===== src/verilog/smg_pkg.sv =====
/*
 * Package of the sync and marker output generator: register offsets,
 * field positions, reset values, limits, mode codes and the carrier
 * struct for the waveform engine's status.
 * Assumes the waveform engine advances one point per CLK while running.
 */
package smg_pkg;

   // ***********************************************************
   // register map
   // ***********************************************************
   localparam int ADDR_W = 8;
   localparam logic [7:0] A_CTRL = 8'h00;
   localparam logic [7:0] A_POS = 8'h04;
   localparam logic [7:0] A_WID = 8'h08;
   localparam logic [7:0] A_TRIG = 8'h0C;
   localparam logic [7:0] A_NAME = 8'h10;
   localparam logic [7:0] A_STAT = 8'h14;

   localparam int CTRL_EN_BIT = 0;
   localparam int CTRL_SRC_LSB = 4;
   localparam int STAT_SYNC_BIT = 0;
   localparam int STAT_TRIG_BIT = 1;
   localparam int STAT_SRC_LSB = 4;

   // ***********************************************************
   // limits and reset values
   // ***********************************************************
   localparam int PT_W = 20;
   localparam int WID_W = 6;
   localparam logic [19:0] POS_MAX = 20'hF_423F;
   localparam logic [19:0] POS_RST = 20'h0_0000;
   localparam logic [5:0] WID_MIN = 6'h04;
   localparam logic [5:0] WID_MAX = 6'h3C;
   localparam logic [5:0] WID_RST = 6'h04;
   localparam logic [5:0] BIT_WID = 6'h04;
   localparam logic [19:0] SEG_MARGIN = 20'h0_0008;
   localparam logic [1:0] STEP_MASK = 2'h3;

   // ***********************************************************
   // modes
   // ***********************************************************
   typedef enum logic [2:0] {
      SRC_BIT = 3'h0,
      SRC_LOOP_DONE = 3'h1,
      SRC_ALIGNED_BIT = 3'h2,
      SRC_PULSE = 3'h3,
      SRC_ZERO = 3'h4
   } smg_src_e;

   typedef enum logic [1:0] {
      TRG_BIT = 2'h0,
      TRG_LOOP_DONE = 2'h1,
      TRG_INT = 2'h2,
      TRG_EXT = 2'h3
   } smg_trg_e;

   typedef enum logic [2:0] {
      WV_STD = 3'h0,
      WV_ARB = 3'h1,
      WV_MOD = 3'h2,
      WV_SEQ = 3'h3,
      WV_BURST = 3'h4
   } smg_wave_e;

   // ascii names of the sync conditions, space padded
   localparam logic [31:0] NAME_BIT = 32'h4249_5420;
   localparam logic [31:0] NAME_LOOP = 32'h4C43_4F4D;
   localparam logic [31:0] NAME_ALIGN = 32'h5353_594E;
   localparam logic [31:0] NAME_PULSE = 32'h5055_4C53;
   localparam logic [31:0] NAME_ZERO = 32'h5A45_524F;

   // ***********************************************************
   // waveform engine status, same clock domain
   // ***********************************************************
   typedef struct packed {
      smg_wave_e wave;
      logic run;
      logic [19:0] pt_index;
      logic [19:0] seg_len;
      logic seq_start;
      logic seq_end;
      logic seg_first;
      logic level_pos;
      logic trig_align;
      logic marker;
      logic int_trig;
   } smg_gen_s;

endpackage


===== src/verilog/smg_pulse.sv =====
/*
 * Pulse stretcher: a start strobe opens a pulse that lasts width clocks.
 * Assumes width is at least one; a new start restarts the pulse.
 */
`timescale 1ns/1ps
module smg_pulse
   import smg_pkg::*;
(
   // clock and reset
   input wire logic clk,
   input wire logic nrst,
   // control
   input wire logic start,
   input wire logic [WID_W-1:0] width,
   // pulse
   output logic active
);

   logic [WID_W-1:0] cnt_reg;

   always_ff @(posedge clk or negedge nrst)
   begin
      if (!nrst)
         cnt_reg <= '0;
      else if (start)
         cnt_reg <= width;
      else if (cnt_reg != '0)
         cnt_reg <= cnt_reg - 1'b1;
   end

   assign active = (cnt_reg != '0);

endmodule // smg_pulse


===== src/verilog/smg_sync2.sv =====
/*
 * Two flip-flop synchroniser for one level from outside the clock domain.
 * Assumes the input is slow against CLK.
 */
`timescale 1ns/1ps
module smg_sync2
(
   // clock and reset
   input wire logic clk,
   input wire logic nrst,
   // level
   input wire logic d,
   output logic q
);

   logic meta_reg;

   always_ff @(posedge clk or negedge nrst)
   begin
      if (!nrst)
      begin
         meta_reg <= 1'b0;
         q <= 1'b0;
      end
      else
      begin
         meta_reg <= d;
         q <= meta_reg;
      end
   end

endmodule // smg_sync2


===== src/verilog/smg_top.sv =====
/*
 * Sync and marker output generator with backplane trigger source select.
 * Registers on a plain port; read data one cycle after the read strobe.
 * Assumes GEN comes from the waveform engine on CLK, one point per clock
 * while running; EXT_TRIG is a pin and is synchronised here.
 */
// Strobed register access and the address map were chosen for this implementation.
`timescale 1ns/1ps
module smg_top
   import smg_pkg::*;
(
   // clock and reset
   input wire logic CLK,
   input wire logic NRST,
   // register port
   input wire logic [ADDR_W-1:0] ADDR,
   input wire logic [31:0] WDATA,
   input wire logic WR,
   input wire logic RD,
   output logic [31:0] RDATA,
   // waveform engine
   input wire smg_gen_s GEN,
   // trigger input pin
   input wire logic EXT_TRIG,
   // outputs
   output logic SYNC_OUT,
   output logic TRIG_OUT
);

   // ***********************************************************
   // declarations
   // ***********************************************************
   logic en_reg;
   smg_src_e src_reg;
   logic [PT_W-1:0] pos_reg;
   logic [WID_W-1:0] wid_reg;
   smg_trg_e trg_reg;
   logic [31:0] rdata_reg;
   logic [31:0] rdata_next;
   logic loop_reg;
   logic fired_reg;
   logic [PT_W-1:0] align_cnt_reg;
   logic sync_reg;
   logic sync_next;
   logic trig_reg;
   logic trig_next;
   smg_src_e eff_src;
   logic [WID_W-1:0] wid_eff;
   logic [PT_W-1:0] seg_lim;
   logic [WID_W-1:0] pos_wid;
   logic [PT_W-1:0] pos_wdata;
   logic [WID_W-1:0] wid_wdata;
   logic pos_hit;
   logic align_hit;
   logic pulse_start;
   logic pulse_act;
   logic ext_sync;
   logic [31:0] name_word;
   logic [31:0] stat_word;

   // ***********************************************************
   // helpers
   // ***********************************************************
   smg_sync2 u_ext_sync
   (
      .clk(CLK),
      .nrst(NRST),
      .d(EXT_TRIG),
      .q(ext_sync)
   );

   smg_pulse u_pulse
   (
      .clk(CLK),
      .nrst(NRST),
      .start(pulse_start),
      .width(wid_eff),
      .active(pulse_act)
   );

   // ***********************************************************
   // register writes
   // ***********************************************************
   always_comb
   begin
      // clamp and snap to four-point steps
      pos_wdata = WDATA[PT_W-1:0];
      if (pos_wdata > POS_MAX)
         pos_wdata = POS_MAX;
      pos_wdata[1:0] = ~STEP_MASK & pos_wdata[1:0];
      wid_wdata = WDATA[WID_W-1:0];
      if (WDATA[31:WID_W] != '0 || wid_wdata > WID_MAX)
         wid_wdata = WID_MAX;
      wid_wdata[1:0] = ~STEP_MASK & wid_wdata[1:0];
      if (wid_wdata < WID_MIN)
         wid_wdata = WID_MIN;
   end

   always_ff @(posedge CLK or negedge NRST)
   begin
      if (!NRST)
      begin
         en_reg <= 1'b0;
         src_reg <= SRC_BIT;
      end
      else if (WR && ADDR == A_CTRL)
      begin
         en_reg <= WDATA[CTRL_EN_BIT];
         case (WDATA[CTRL_SRC_LSB +: 3])
            SRC_BIT,
            SRC_LOOP_DONE,
            SRC_ALIGNED_BIT,
            SRC_PULSE,
            SRC_ZERO:
               src_reg <= smg_src_e'(WDATA[CTRL_SRC_LSB +: 3]);
            default:
               src_reg <= src_reg;
         endcase
      end
   end

   always_ff @(posedge CLK or negedge NRST)
   begin
      if (!NRST)
         pos_reg <= POS_RST;
      else if (WR && ADDR == A_POS)
         pos_reg <= pos_wdata;
   end

   always_ff @(posedge CLK or negedge NRST)
   begin
      if (!NRST)
         wid_reg <= WID_RST;
      else if (WR && ADDR == A_WID)
         wid_reg <= wid_wdata;
   end

   always_ff @(posedge CLK or negedge NRST)
   begin
      if (!NRST)
         trg_reg <= TRG_BIT;
      else if (WR && ADDR == A_TRIG)
         trg_reg <= smg_trg_e'(WDATA[1:0]);
   end

   // ***********************************************************
   // effective mode and width
   // ***********************************************************
   always_comb
   begin
      if (GEN.wave == WV_SEQ || GEN.wave == WV_BURST)
         eff_src = SRC_LOOP_DONE;
      else
         eff_src = src_reg;
   end

   always_comb
   begin
      // longest pulse is segment length less eight, in four-point steps
      seg_lim = GEN.seg_len - SEG_MARGIN;
      pos_wid = wid_reg;
      if (GEN.seg_len < SEG_MARGIN + {14'h0000, WID_MIN})
         pos_wid = WID_MIN;
      else if ({14'h0000, wid_reg} > seg_lim)
         pos_wid = {seg_lim[WID_W-1:2], 2'b00};
      if (eff_src == SRC_PULSE && GEN.wave == WV_ARB)
         wid_eff = pos_wid;
      else
         wid_eff = BIT_WID;
   end

   // ***********************************************************
   // position match
   // ***********************************************************
   assign pos_hit = GEN.run && GEN.pt_index == pos_reg;
   assign align_hit = GEN.run && align_cnt_reg == pos_reg;

   // point count restarted by the triggered signal, free of trigger jitter
   always_ff @(posedge CLK or negedge NRST)
   begin
      if (!NRST)
         align_cnt_reg <= '0;
      else if (GEN.trig_align)
         align_cnt_reg <= '0;
      else if (GEN.run && align_cnt_reg != POS_MAX)
         align_cnt_reg <= align_cnt_reg + 1'b1;
   end

   always_comb
   begin
      if (eff_src == SRC_ALIGNED_BIT)
         pulse_start = align_hit;
      else
         pulse_start = pos_hit;
   end

   // ***********************************************************
   // loop done level
   // ***********************************************************
   always_ff @(posedge CLK or negedge NRST)
   begin
      if (!NRST)
         loop_reg <= 1'b0;
      else if (GEN.seq_end)
         loop_reg <= 1'b0;
      else if (GEN.seq_start && pos_reg == POS_RST)
         loop_reg <= 1'b1;
      else if (pos_hit && pos_reg != POS_RST)
         loop_reg <= 1'b1;
   end

   // ***********************************************************
   // sync output
   // ***********************************************************
   always_comb
   begin
      case (eff_src)
         SRC_BIT:
            if (GEN.wave == WV_MOD)
               sync_next = GEN.marker;
            else
               sync_next = pulse_act;
         SRC_LOOP_DONE:
            sync_next = loop_reg;
         SRC_ALIGNED_BIT:
            sync_next = pulse_act;
         SRC_PULSE:
            sync_next = pulse_act;
         SRC_ZERO:
            sync_next = GEN.level_pos;
         default:
            sync_next = 1'b0;
      endcase
      sync_next = sync_next & en_reg;
   end

   always_ff @(posedge CLK or negedge NRST)
   begin
      if (!NRST)
         sync_reg <= 1'b0;
      else
         sync_reg <= sync_next;
   end

   // ***********************************************************
   // trigger output
   // ***********************************************************
   // one loop done trigger per arming; rewriting the source re-arms it unless it fires in that clock
   always_ff @(posedge CLK or negedge NRST)
   begin
      if (!NRST)
         fired_reg <= 1'b0;
      else if (trig_next && trg_reg == TRG_LOOP_DONE)
         fired_reg <= 1'b1;
      else if (WR && ADDR == A_TRIG)
         fired_reg <= 1'b0;
   end

   always_comb
   begin
      case (trg_reg)
         TRG_BIT:
            trig_next = pos_hit;
         TRG_LOOP_DONE:
            trig_next = GEN.seg_first && GEN.wave == WV_SEQ && !fired_reg;
         TRG_INT:
            trig_next = GEN.int_trig;
         TRG_EXT:
            trig_next = ext_sync;
         default:
            trig_next = 1'b0;
      endcase
   end

   always_ff @(posedge CLK or negedge NRST)
   begin
      if (!NRST)
         trig_reg <= 1'b0;
      else
         trig_reg <= trig_next;
   end

   // ***********************************************************
   // register reads
   // ***********************************************************
   always_comb
   begin
      case (eff_src)
         SRC_BIT:
            name_word = NAME_BIT;
         SRC_LOOP_DONE:
            name_word = NAME_LOOP;
         SRC_ALIGNED_BIT:
            name_word = NAME_ALIGN;
         SRC_PULSE:
            name_word = NAME_PULSE;
         SRC_ZERO:
            name_word = NAME_ZERO;
         default:
            name_word = '0;
      endcase
      stat_word = '0;
      stat_word[STAT_SYNC_BIT] = sync_reg;
      stat_word[STAT_TRIG_BIT] = trig_reg;
      stat_word[STAT_SRC_LSB +: 3] = eff_src;
   end

   always_comb
   begin
      rdata_next = '0;
      if (RD)
      begin
         case (ADDR)
            A_CTRL:
            begin
               rdata_next[CTRL_EN_BIT] = en_reg;
               rdata_next[CTRL_SRC_LSB +: 3] = src_reg;
            end
            A_POS:
               rdata_next[PT_W-1:0] = pos_reg;
            A_WID:
               rdata_next[WID_W-1:0] = wid_reg;
            A_TRIG:
               rdata_next[1:0] = trg_reg;
            A_NAME:
               rdata_next = name_word;
            A_STAT:
               rdata_next = stat_word;
            default:
               rdata_next = '0;
         endcase
      end
   end

   always_ff @(posedge CLK or negedge NRST)
   begin
      if (!NRST)
         rdata_reg <= '0;
      else
         rdata_reg <= rdata_next;
   end

   assign RDATA = rdata_reg;
   assign SYNC_OUT = sync_reg;
   assign TRIG_OUT = trig_reg;

endmodule // smg_top

===== config.mk =====
export PLATFORM = sky130hd
export DESIGN_NAME = smg_top
export DESIGN_NICKNAME = d
export VERILOG_FILES = /design/src/verilog/smg_pkg.sv /design/src/verilog/smg_pulse.sv /design/src/verilog/smg_sync2.sv /design/src/verilog/smg_top.sv
export SDC_FILE = /design/constraint.sdc
export NUM_CORES = 1
export LEC_CHECK = 0
export ABC_AREA = 0
export BUFFER_PORTS_ARGS = -buffer_cell sky130_fd_sc_hd__clkbuf_2
export CORE_ASPECT_RATIO = 0.9
export CORE_MARGIN = 2
export CORE_UTILIZATION = 40
export DETAILED_ROUTE_END_ITERATION = 6
export SLEW_MARGIN = 20
export SYNTH_ARGS = -nofsm -noshare
export SYNTH_HDL_FRONTEND = slang
export SYNTH_SLANG_ARGS = --single-unit

===== constraint.sdc =====
create_clock -name CLK -period 7.25 [get_ports CLK]
set_input_delay 1.0875 -clock CLK [delete_from_list [all_inputs] [get_ports CLK]]
set_output_delay 1.0875 -clock CLK [all_outputs]
set_load 0.02 [all_outputs]

==> reports/results.txt, run 1 <==
Synth Instances: 558
total of max-cap violations: 0
vias per std cell: 5.46
# hold bufs at CTS: 0
clk slew on worst S/H paths: 60 ps
clock sinks: 87
number of global-route vias before repair: 4,500
final worst-path cycle share: 46.0%
Lkg Pwr: 2.87 nW
# DRC: 0
P_int: 0.864 mW
top achievable clock speed: 0.300 GHz
area growth from synthesis to layout: 19.8%
PortBufs: 125
final WL: 14,500 um
Final #Nets: 779
unrepaired setup endpoints after global routing: false
Worst-Skew Late Latency: 340 ps
Worst-Margin Slew: 965 ps
Final setup viols: 0
minimum clock period after layout: 3330 ps
fraction of registers with async set/reset: 100%
final antenna diode count: 0
Cell Pwr Density: 197 nW/um^2
average routed wire per standard cell: 17.2 um
num rows: 39
number of placed cells counting well taps: 827
Final WS setup: 3920 ps
DR iter-0 viols: 278
share of cells above drive strength 1: 23.4%
main area contributors after synthesis: dfrtp_1 42%, xnor2_1 6.2%, nor2_1 4.5%
Clock power frac: 36.2%
gpl congestion: 0.896
Post-CTS Setup Inserts: 0
Seq/Total Area, Yosys: 42.6%
Hold WC Path Type: flip-flop to flip-flop
Post-synth EDFFs: 0
Rel. slew slack: 35.7%
Post-DP Area: 5840 sq um
peak supply drop: 0.125 mV
die area: 13,700 sq um
PostCTS Resize Cnt: 0
Gate power share: 17.3%
Clock Path Buffers: 2
most frequent cell after synthesis: dfrtp_1
CTS buffer count: 9
CTS H-tree lvls: 3
clk root buf: clkbuf_16
initial antenna violation count: 0
status: complete, no violations
total track usage: 21.9%
Worst Path Arrival: 3590 ps
CP Class: input port to flip-flop
DP HPWL: 11,100 um
Switch Pwr: 0.341 mW
top cells by count, synth: 86 x dfrtp_1, 61 x nor2_1, 54 x nand2_1
crit end category: flip-flop
count of final hold-check violations: 0
largest net degree at the start of global routing: 78
grt ovf: 0
cell mode on critical path: ha_1
1st-pass router iterations: 5
synthesized area: 5110 sq um
most used flip-flop cell after synthesis: dfrtp_1
die height: 111 um
Yosys cell types: 65
Design Area, Final: 6120 sq um
Required @ worst endpoint: 7510 ps
switch share: 28.3%
crit-path cells: clkbuf_2 > inv_1 > ha_1 > xnor2_1 > ha_1 > nand4_1 > o311ai_0 > nor3_1 > nand2b_1 > nor4_4 > mux2_2 > o21ai_0
Starting Density: 40.6%
share of the synthesized area in the top cell type: 42.1%
Cell Count, Final, Fillers Out: 843
Critical Path Start Type: input port
core box area: 12,600 sq um
buffers plus inverters on the worst setup path: 2
Seq pwr share: 46.4%
Setup TNS Final: 0 ps
Final Skew: 5.53 ps
first-pass GRT wire length: 23,200 um
DR vias: 4,599
Avg Inst Size Synth: 9.16 sq um
pre-CTS worst setup slack: 3600 ps
CP top delay family: simple AND/OR/NAND/NOR gates
CP max FO: 7
yosys warns: 0
slowest cell delay on critical path: 380 ps
DRT antenna net count: 0
IO Count: 130
Yosys top cell by area: dfrtp_1
Largest register FFs: 27
max-slew violations: 0
Yosys reg bits: 87
CTS tree: done
Die W: 123 um
slowest CP cell: mux2_2
worst register-to-register path, cell delays in order, from the launching register on:
cell and delay, ps:
dfrtp_1 440, or4b_1 530, or4_4 570, o21ai_4 230
or4_1 380, nor4_1 130, xnor2_1 150, nor2_1 50
power by group through the flow:
| stage | Sequential (mW) | Clock (mW) | Combinational (mW) |
|---|---|---|---|
| 6_report | 0.560 | 0.436 | 0.209 |
| 5_1_grt | 0.563 | 0.468 | 0.235 |
| 4_1_cts | 0.559 | 0.447 | 0.210 |
| 3_5_place_dp | 0.568 | 0 | 0.208 |
| 3_3_place_gp | 0.566 | 0 | 0.202 |
| 2_1_floorplan | 0.550 | 0 | 0.139 |
kinds of logic after synthesis:
kind of cell	count (synthesis)	share of synthesized area (%)
and+or+nand+nor	251	25.8
AOI/OAI and AO/OA	99	13.4
DFF	87	42.6
xor gates and xnor gates	61	10.5
buffers and inverters	41	3.62
adders and majority gates	9	2.20
muxes	9	1.88
other	1	0.0734
path summary, 6_finish.rpt:
check / startpoint / depth (start not counted) / slack [ps] / end
worst min register to register: u_ext_sync.meta_reg / 0 / 360 / u_ext_sync.q
min in group asynchronous: NRST / 1 / 570 / align_cnt_reg[13]
worst max-delay path: GEN[10] / 12 / 3920 / u_pulse.cnt_reg[5]
max in group asynchronous: NRST / 2 / 5500 / RDATA[1]
worst min-delay path: u_ext_sync.meta_reg / 0 / 360 / u_ext_sync.q
worst max register to register: align_cnt_reg[12] / 7 / 4630 / align_cnt_reg[19]
metrics by stage:
stage	hold WS (ps)	utilization, %	power (mW)
floorplan	331	-	0.689
global placement	335	46.4	0.768
detailed placement	347	46.4	0.776
CTS	360	48.6	1.22
global route	377	48.6	1.27
finish	364	48.6	1.20
per-layer routing:
| metal | vias up | global-route usage [%] | routed length, um | part of all wire, % |
|---|---|---|---|---|
| met4 | 0 | 5.91 | 199 | 1.4 |
| met3 | 15 | 3.19 | 729 | 5.0 |
| met1 | 2216 | 32.4 | 6990 | 48 |
| li1 | 2220 | - | - | - |
| met5 | - | 0 | 0 | 0 |
| met2 | 148 | 33.2 | 6560 | 45 |
cell usage in the layout, fill, tap and decap left out, types with 17 or more instances in the layout:
master / instances
nand3_1: 28
clkbuf_2: 124
nand2_1: 54
a21oi_1: 25
inv_1: 17
dfrtp_1: 86
nor4_1: 17
xor2_1: 25
xnor2_1: 36
nor2_1: 61
cell type report:
type	instances	area, sq um
fill	1248	6470
timing repair buffer	126	636
clock inverter	3	20.0
inverter	17	63.8
clock buffer	13	260
multi-input combinational	433	2760
sequential	87	2180
tap	164	205
Power figures use the tool's default switching activity.
==> inputs of run 2 (changes only) <==
Settings changed: ABC_AREA 0 to 1.
Clock period 7.25 ns to 2.99 ns, I/O delays scaled along.
==> reports/results.txt, run 2 <==
status: complete, no violations
clk slew on worst S/H paths: 60 ps (about the same)
synthesized area: 5630 sq um (+10%)
buffers plus inverters on the worst setup path: 2 (unchanged)
CP top delay family: simple AND/OR/NAND/NOR gates
# DRC: 0 (unchanged)
Post-CTS Setup Inserts: 0 (unchanged)
PostCTS Resize Cnt: 0 (unchanged)
Seq/Total Area, Yosys: 38.7% (-3.9 points)
fraction of registers with async set/reset: 100% (unchanged)
Largest register FFs: 27 (unchanged)
die area: 15,000 sq um (+9.7%)
crit path from: GEN[10]
Worst-Margin Slew: 691 ps (-274 ps)
Worst-Skew Late Latency: 350 ps (about the same)
Starting Density: 40.5% (-0.13 points)
1st-pass router iterations: 5 (unchanged)
initial antenna violation count: 0 (unchanged)
count of final hold-check violations: 0 (unchanged)
cell mode on critical path: nand2_1
total of max-cap violations: 0 (unchanged)
Post-synth EDFFs: 0 (unchanged)
most used flip-flop cell after synthesis: dfrtp_1
slowest cell delay on critical path: 310 ps (-70 ps)
final antenna diode count: 0 (unchanged)
DR iter-0 viols: 547 (+97%)
Clock Path Buffers: 2 (unchanged)
first-pass GRT wire length: 27,800 um (+20%)
top achievable clock speed: 0.447 GHz
Final Skew: 10.0 ps (+4.47 ps)
CP Class: input port to flip-flop
final WL: 17,900 um (+24%)
peak supply drop: 0.376 mV (+200%)
PortBufs: 125 (unchanged)
die height: 117 um (+4.7%)
Final setup viols: 0 (unchanged)
num rows: 41 (+5.1%)
share of cells above drive strength 1: 20.2% (-3.2 points)
Setup TNS Final: 0 ps (unchanged)
minimum clock period after layout: 2240 ps
clk root buf: clkbuf_16
DR vias: 5,751 (+25%)
area growth from synthesis to layout: 21.3%
average routed wire per standard cell: 15.9 um (-7.2%)
CP max FO: 5 (-2)
crit-path cells: clkbuf_2 > inv_2 > ha_1 > xnor2_1 > ha_1 > nand2_1 > o21ai_0 > nand3_1 > nor2_1 > nand2_1 > nor2_4 > nand2_2 > nand2_1 > nand3_1 > a21oi_1
number of fill cells in the layout: 1,435 (+15%)
main area contributors after synthesis: dfrtp_1 38%, nand2_1 12%, inv_1 7.9%
Synth Instances: 793 (+42%)
# hold bufs at CTS: 0 (unchanged)
Required @ worst endpoint: 3260 ps (-4250 ps)
Post-DP Area: 6460 sq um (+11%)
Avg Inst Size Synth: 7.10 sq um (-23%)
clock sinks: 87 (unchanged)
vias per std cell: 5.13 (-6.0%)
Design Area, Final: 6830 sq um (+11%)
largest net degree at the start of global routing: 51 (-35%)
DP HPWL: 14,500 um (+30%)
Cell Count, Final, Fillers Out: 1,122 (+33%)
grt ovf: 0 (unchanged)
gpl congestion: 0.917 (+2.3%)
CTS H-tree lvls: 3 (unchanged)
top cells by count, synth: 177 x nand2_1, 119 x inv_1, 86 x dfrtp_1
core box area: 13,900 sq um (+10%)
Yosys cell types: 45 (-31%)
Worst Path Arrival: 2510 ps (-1080 ps)
Yosys reg bits: 87 (unchanged)
slowest CP cell: ha_1
r2r setup slk: 1020 ps (-3610 ps)
final worst-path cycle share: 74.9%
Hold WC Path Type: input port to asynchronous set/reset pin
Final #Nets: 1,029 (+32%)
DRT antenna net count: 0 (unchanged)
r2r startpoint: align_cnt_reg[0]
IO Count: 130 (unchanged)
Rel. slew slack: 53.9% (+18 points)
CTS tree: done
crit end category: flip-flop
utilization after layout: 49.1% (+0.46 points)
worst hold margin: 138 ps (-225 ps)
Cell Pwr Density: 477 nW/um^2 (+140%)
unrepaired setup endpoints after global routing: false
share of the synthesized area in the top cell type: 38.2% (-3.8 points)
number of global-route vias before repair: 5,103 (+13%)
Lkg Pwr: 3.35 nW (+17%)
Final WS setup: 752 ps (-3170 ps)
total track usage: 24.5% (+2.6 points)
max-slew violations: 0 (unchanged)
number of placed cells counting well taps: 1,106 (+34%)
yosys warns: 0 (unchanged)
CTS buffer count: 9 (unchanged)
commonest non-fill, non-tap cell in the layout: nand2_1
Critical Path Start Type: input port
overall power: 3.26 mW (+170%)
most frequent cell after synthesis: nand2_1
pre-CTS worst setup slack: 410 ps (-3190 ps)
Die W: 129 um (+4.7%)
most frequent cells in the layout: 177 x nand2_1, 124 x clkbuf_2, 119 x inv_1, 86 x dfrtp_1, 85 x nor2_1
Yosys top cell by area: dfrtp_1
[run 2: layout make-up]
class	instances	area (sq um)	share of cell area (%)
clock inverter	6	133	1.94
tap	193	241	3.54
sequential	87	2180	31.9
timing repair buffer	129	658	9.64
inverter	126	473	6.93
clock buffer	10	229	3.35
multi-input combinational	571	2910	42.7
[run 2: where the power goes]
group	internal, mW	total, mW	switching [mW]
clock	0.899	1.37	0.467
sequential	1.26	1.33	0.0706
combinational	0.217	0.562	0.345
total	2.37	3.26	0.883
[run 2: worst paths after layout]
| check | end | depth (start not counted) |
|---|---|---|
| max | u_pulse.cnt_reg[4] | 15 |
| min | RDATA[10] | 1 |
| max reg2reg | align_cnt_reg[18] | 13 |
| min reg2reg | u_ext_sync.q | 0 |
| max in group asynchronous | RDATA[17] | 2 |
| min in group CLK | u_ext_sync.meta_reg | 1 |
[run 2: per-layer routing]
layer / part of all wire [%] / global-route usage (%) / vias up
li1: - / - / 2839
met1: 50 / 37.6 / 2645
met2: 41 / 34.6 / 240
met3: 7.3 / 5.41 / 27
met4: 1.7 / 6.45 / 0
met5: 0 / 0 / -
[run 2: cell families (layout without fill, tap and decap cells)]
kind of cell | Yosys count | in the layout | share of synthesized area, %
simple gates | 407 | 407 | 33.1
buf+inv | 138 | 271 | 9.72
compound gates | 127 | 127 | 12.6
flops | 87 | 87 | 38.7
xor+xnor | 23 | 23 | 3.58
fa+ha+maj | 9 | 9 | 2.00
other cells | 1 | 4 | 0.0666
mux | 1 | 1 | 0.200
==> inputs of run 3 (changes only) <==
Clock period 2.99 ns to 2 ns, I/O delays scaled along.
==> reports/results.txt, run 3 (synthesized netlist as in run 2, its figures left out) <==
Worst-Skew Late Latency: 360 ps (about the same)
total of max-cap violations: 0 (unchanged)
first-pass GRT wire length: 28,100 um (+1.1%)
clk root buf: clkbuf_16
gpl congestion: 0.936 (+2.0%)
Seq. cell area: 2180 sq um (+0.17%)
Cell Pwr Density: 638 nW/um^2 (+34%)
Final Skew: 14.7 ps (+4.73 ps)
Largest register FFs: 27 (unchanged)
final WL: 18,200 um (+1.7%)
status: complete, no violations
IO Count: 130 (unchanged)
Final #Nets: 1,066 (+3.6%)
Gate power share: 20.3% (+3.0 points)
switch share: 31.1% (+3.9 points)
Switch Pwr: 1.40 mW (+59%)
Worst Path Arrival: 2190 ps (-320 ps)
# DRC: 0 (unchanged)
number of fill cells in the layout: 1,433 (-0.14%)
Starting Density: 40.5% (unchanged)
final worst-path cycle share: 95.6%
largest net degree at the start of global routing: 41 (-20%)
area growth from synthesis to layout: 25.7%
num rows: 41 (unchanged)
top achievable clock speed: 0.523 GHz
average routed wire per standard cell: 15.7 um (-1.6%)
share of cells above drive strength 1: 24.3% (+4.1 points)
grt ovf: 0 (unchanged)
Critical Path Start Type: flip-flop
Final setup viols: 0 (unchanged)
Clock Path Buffers: 2 (unchanged)
multi-input combinational cell area: 2930 sq um (+0.56%)
initial antenna violation count: 0 (unchanged)
Worst-Margin Slew: 521 ps (-170 ps)
Lkg Pwr: 3.50 nW (+4.5%)
crit end category: flip-flop
worst hold margin: 57.4 ps (-80.9 ps)
final antenna diode count: 0 (unchanged)
Clock power frac: 35.6% (-6.4 points)
vias per std cell: 5.01 (-2.2%)
P_int: 3.11 mW (+31%)
CP max FO: 5 (unchanged)
clock sinks: 87 (unchanged)
core box area: 13,900 sq um (unchanged)
CP Class: flip-flop to flip-flop
Required @ worst endpoint: 2270 ps (-990 ps)
crit path to: u_pulse.cnt_reg[4]
r2r startpoint: align_cnt_reg[0]
number of global-route vias before repair: 5,168 (+1.3%)
max-slew violations: 0 (unchanged)
DP HPWL: 14,800 um (+1.7%)
die area: 15,000 sq um (unchanged)
Die W: 129 um (unchanged)
DR vias: 5,810 (+1.0%)
1st-pass router iterations: 5 (unchanged)
commonest non-fill, non-tap cell in the layout: nand2_1
r2r setup slk: 90 ps (-930 ps)
PortBufs: 125 (unchanged)
minimum clock period after layout: 1910 ps
CTS buffer count: 9 (unchanged)
DR iter-0 viols: 500 (-8.6%)
CTS H-tree lvls: 3 (unchanged)
most frequent cells in the layout: 177 x nand2_1, 124 x clkbuf_2, 116 x inv_1, 84 x nor2_1, 83 x dfrtp_1
Seq pwr share: 44.0% (+3.2 points)
crit path from: align_cnt_reg[0]
worst-case reg-to-reg path depth: 10 (-3)
CTS tree: done
clk slew on worst S/H paths: 70 ps (about the same)
DRT antenna net count: 0 (unchanged)
count of final hold-check violations: 0 (unchanged)
total track usage: 24.8% (+0.30 points)
Rel. slew slack: 65.3% (+11 points)
overall power: 4.51 mW (+38%)
die height: 117 um (unchanged)
peak supply drop: 0.565 mV (+51%)
Hold WC Path Type: input port to flip-flop
Reg-to-Reg End: u_pulse.cnt_reg[4]
-- run 3: changes by cell type in the layout (fill, tap and decap cells not counted), sizes merged --
cell	delta
buf	+36
bufinv	-4
clkinv	+3
inv	+2
clkbuf	-1
dlygate4sd3	+1
-- run 3: worst max-delay path, cell delays in order, from the launching register on --
cell	delay, ps
dfrtp_1	400
inv_2	90
ha_1	180
nand3_1	110
nor2_1	120
nand2_1	60
nor2_1	150
nand4_1	190
a21oi_2	260
nand3_1	120
a21oi_1	130
-- run 3: layout make-up --
| type | instances | share of cell area (%) |
|---|---|---|
| clock buffer | 9 | 3.18 |
| clock inverter | 7 | 0.796 |
| inverter | 126 | 6.72 |
| multi-input combinational | 571 | 41.4 |
| sequential | 87 | 30.9 |
| tap | 193 | 3.41 |
| timing repair buffer | 166 | 13.6 |
-- run 3: per-layer routing --
metal | global-route usage, % | wire, um | up-vias
met1 | 38.3 | 9390 | 2678
met2 | 35.9 | 7530 | 210
met3 | 5.45 | 1170 | 8
li1 | - | - | 2914
met4 | 4.20 | 95 | 0
met5 | 0 | 0 | -
-- run 3: through the flow --
step / setup TNS [ps] / util (%) / std cells / setup WS, ps / area, sq um
after global routing: -61.8 / 50.9 / 1159 / -26.9 / 7070
after floorplan: 0 / - / 796 / 39.5 / 5640
after global placement: -416 / 48.5 / 1140 / -111 / 6740
after CTS: 0 / 50.6 / 1157 / 71.8 / 7040
after detailed placement: -811 / 48.5 / 1140 / -213 / 6740
final: 0 / 50.9 / 1159 / 87.2 / 7070
-- run 3: how the worst min path moves through the flow --
stage | startpoint | endpoint | depth (start not counted)
CTS | EXT_TRIG | u_ext_sync.meta_reg | 1
global placement | NRST | RDATA[25] | 1
floorplan | NRST | RDATA[0] | 0
detailed placement | NRST | RDATA[12] | 1
finish | EXT_TRIG | u_ext_sync.meta_reg | 1
global route | EXT_TRIG | u_ext_sync.meta_reg | 1
-- run 3: power by group through the flow --
stage / Clock [mW] / Sequential, mW / Combinational [mW]
after floorplan: 0 / 1.99 / 0.520
after global placement: 0 / 2.01 / 0.879
after detailed placement: 0 / 2.01 / 0.887
after CTS: 1.64 / 1.98 / 0.890
after global routing: 1.71 / 2.00 / 1.03
final: 1.61 / 1.99 / 0.917
-- run 3: repair_timing --
| action | in CTS | in global routing |
|---|---|---|
| endpoints found under the setup margin | 0 | 6 |
| buffers inserted | 0 | 2 |
| resized for setup | 0 | 12 |
| hold buffers | 1 | 0 |
| endpoints found under the hold margin | 38 | 0 |
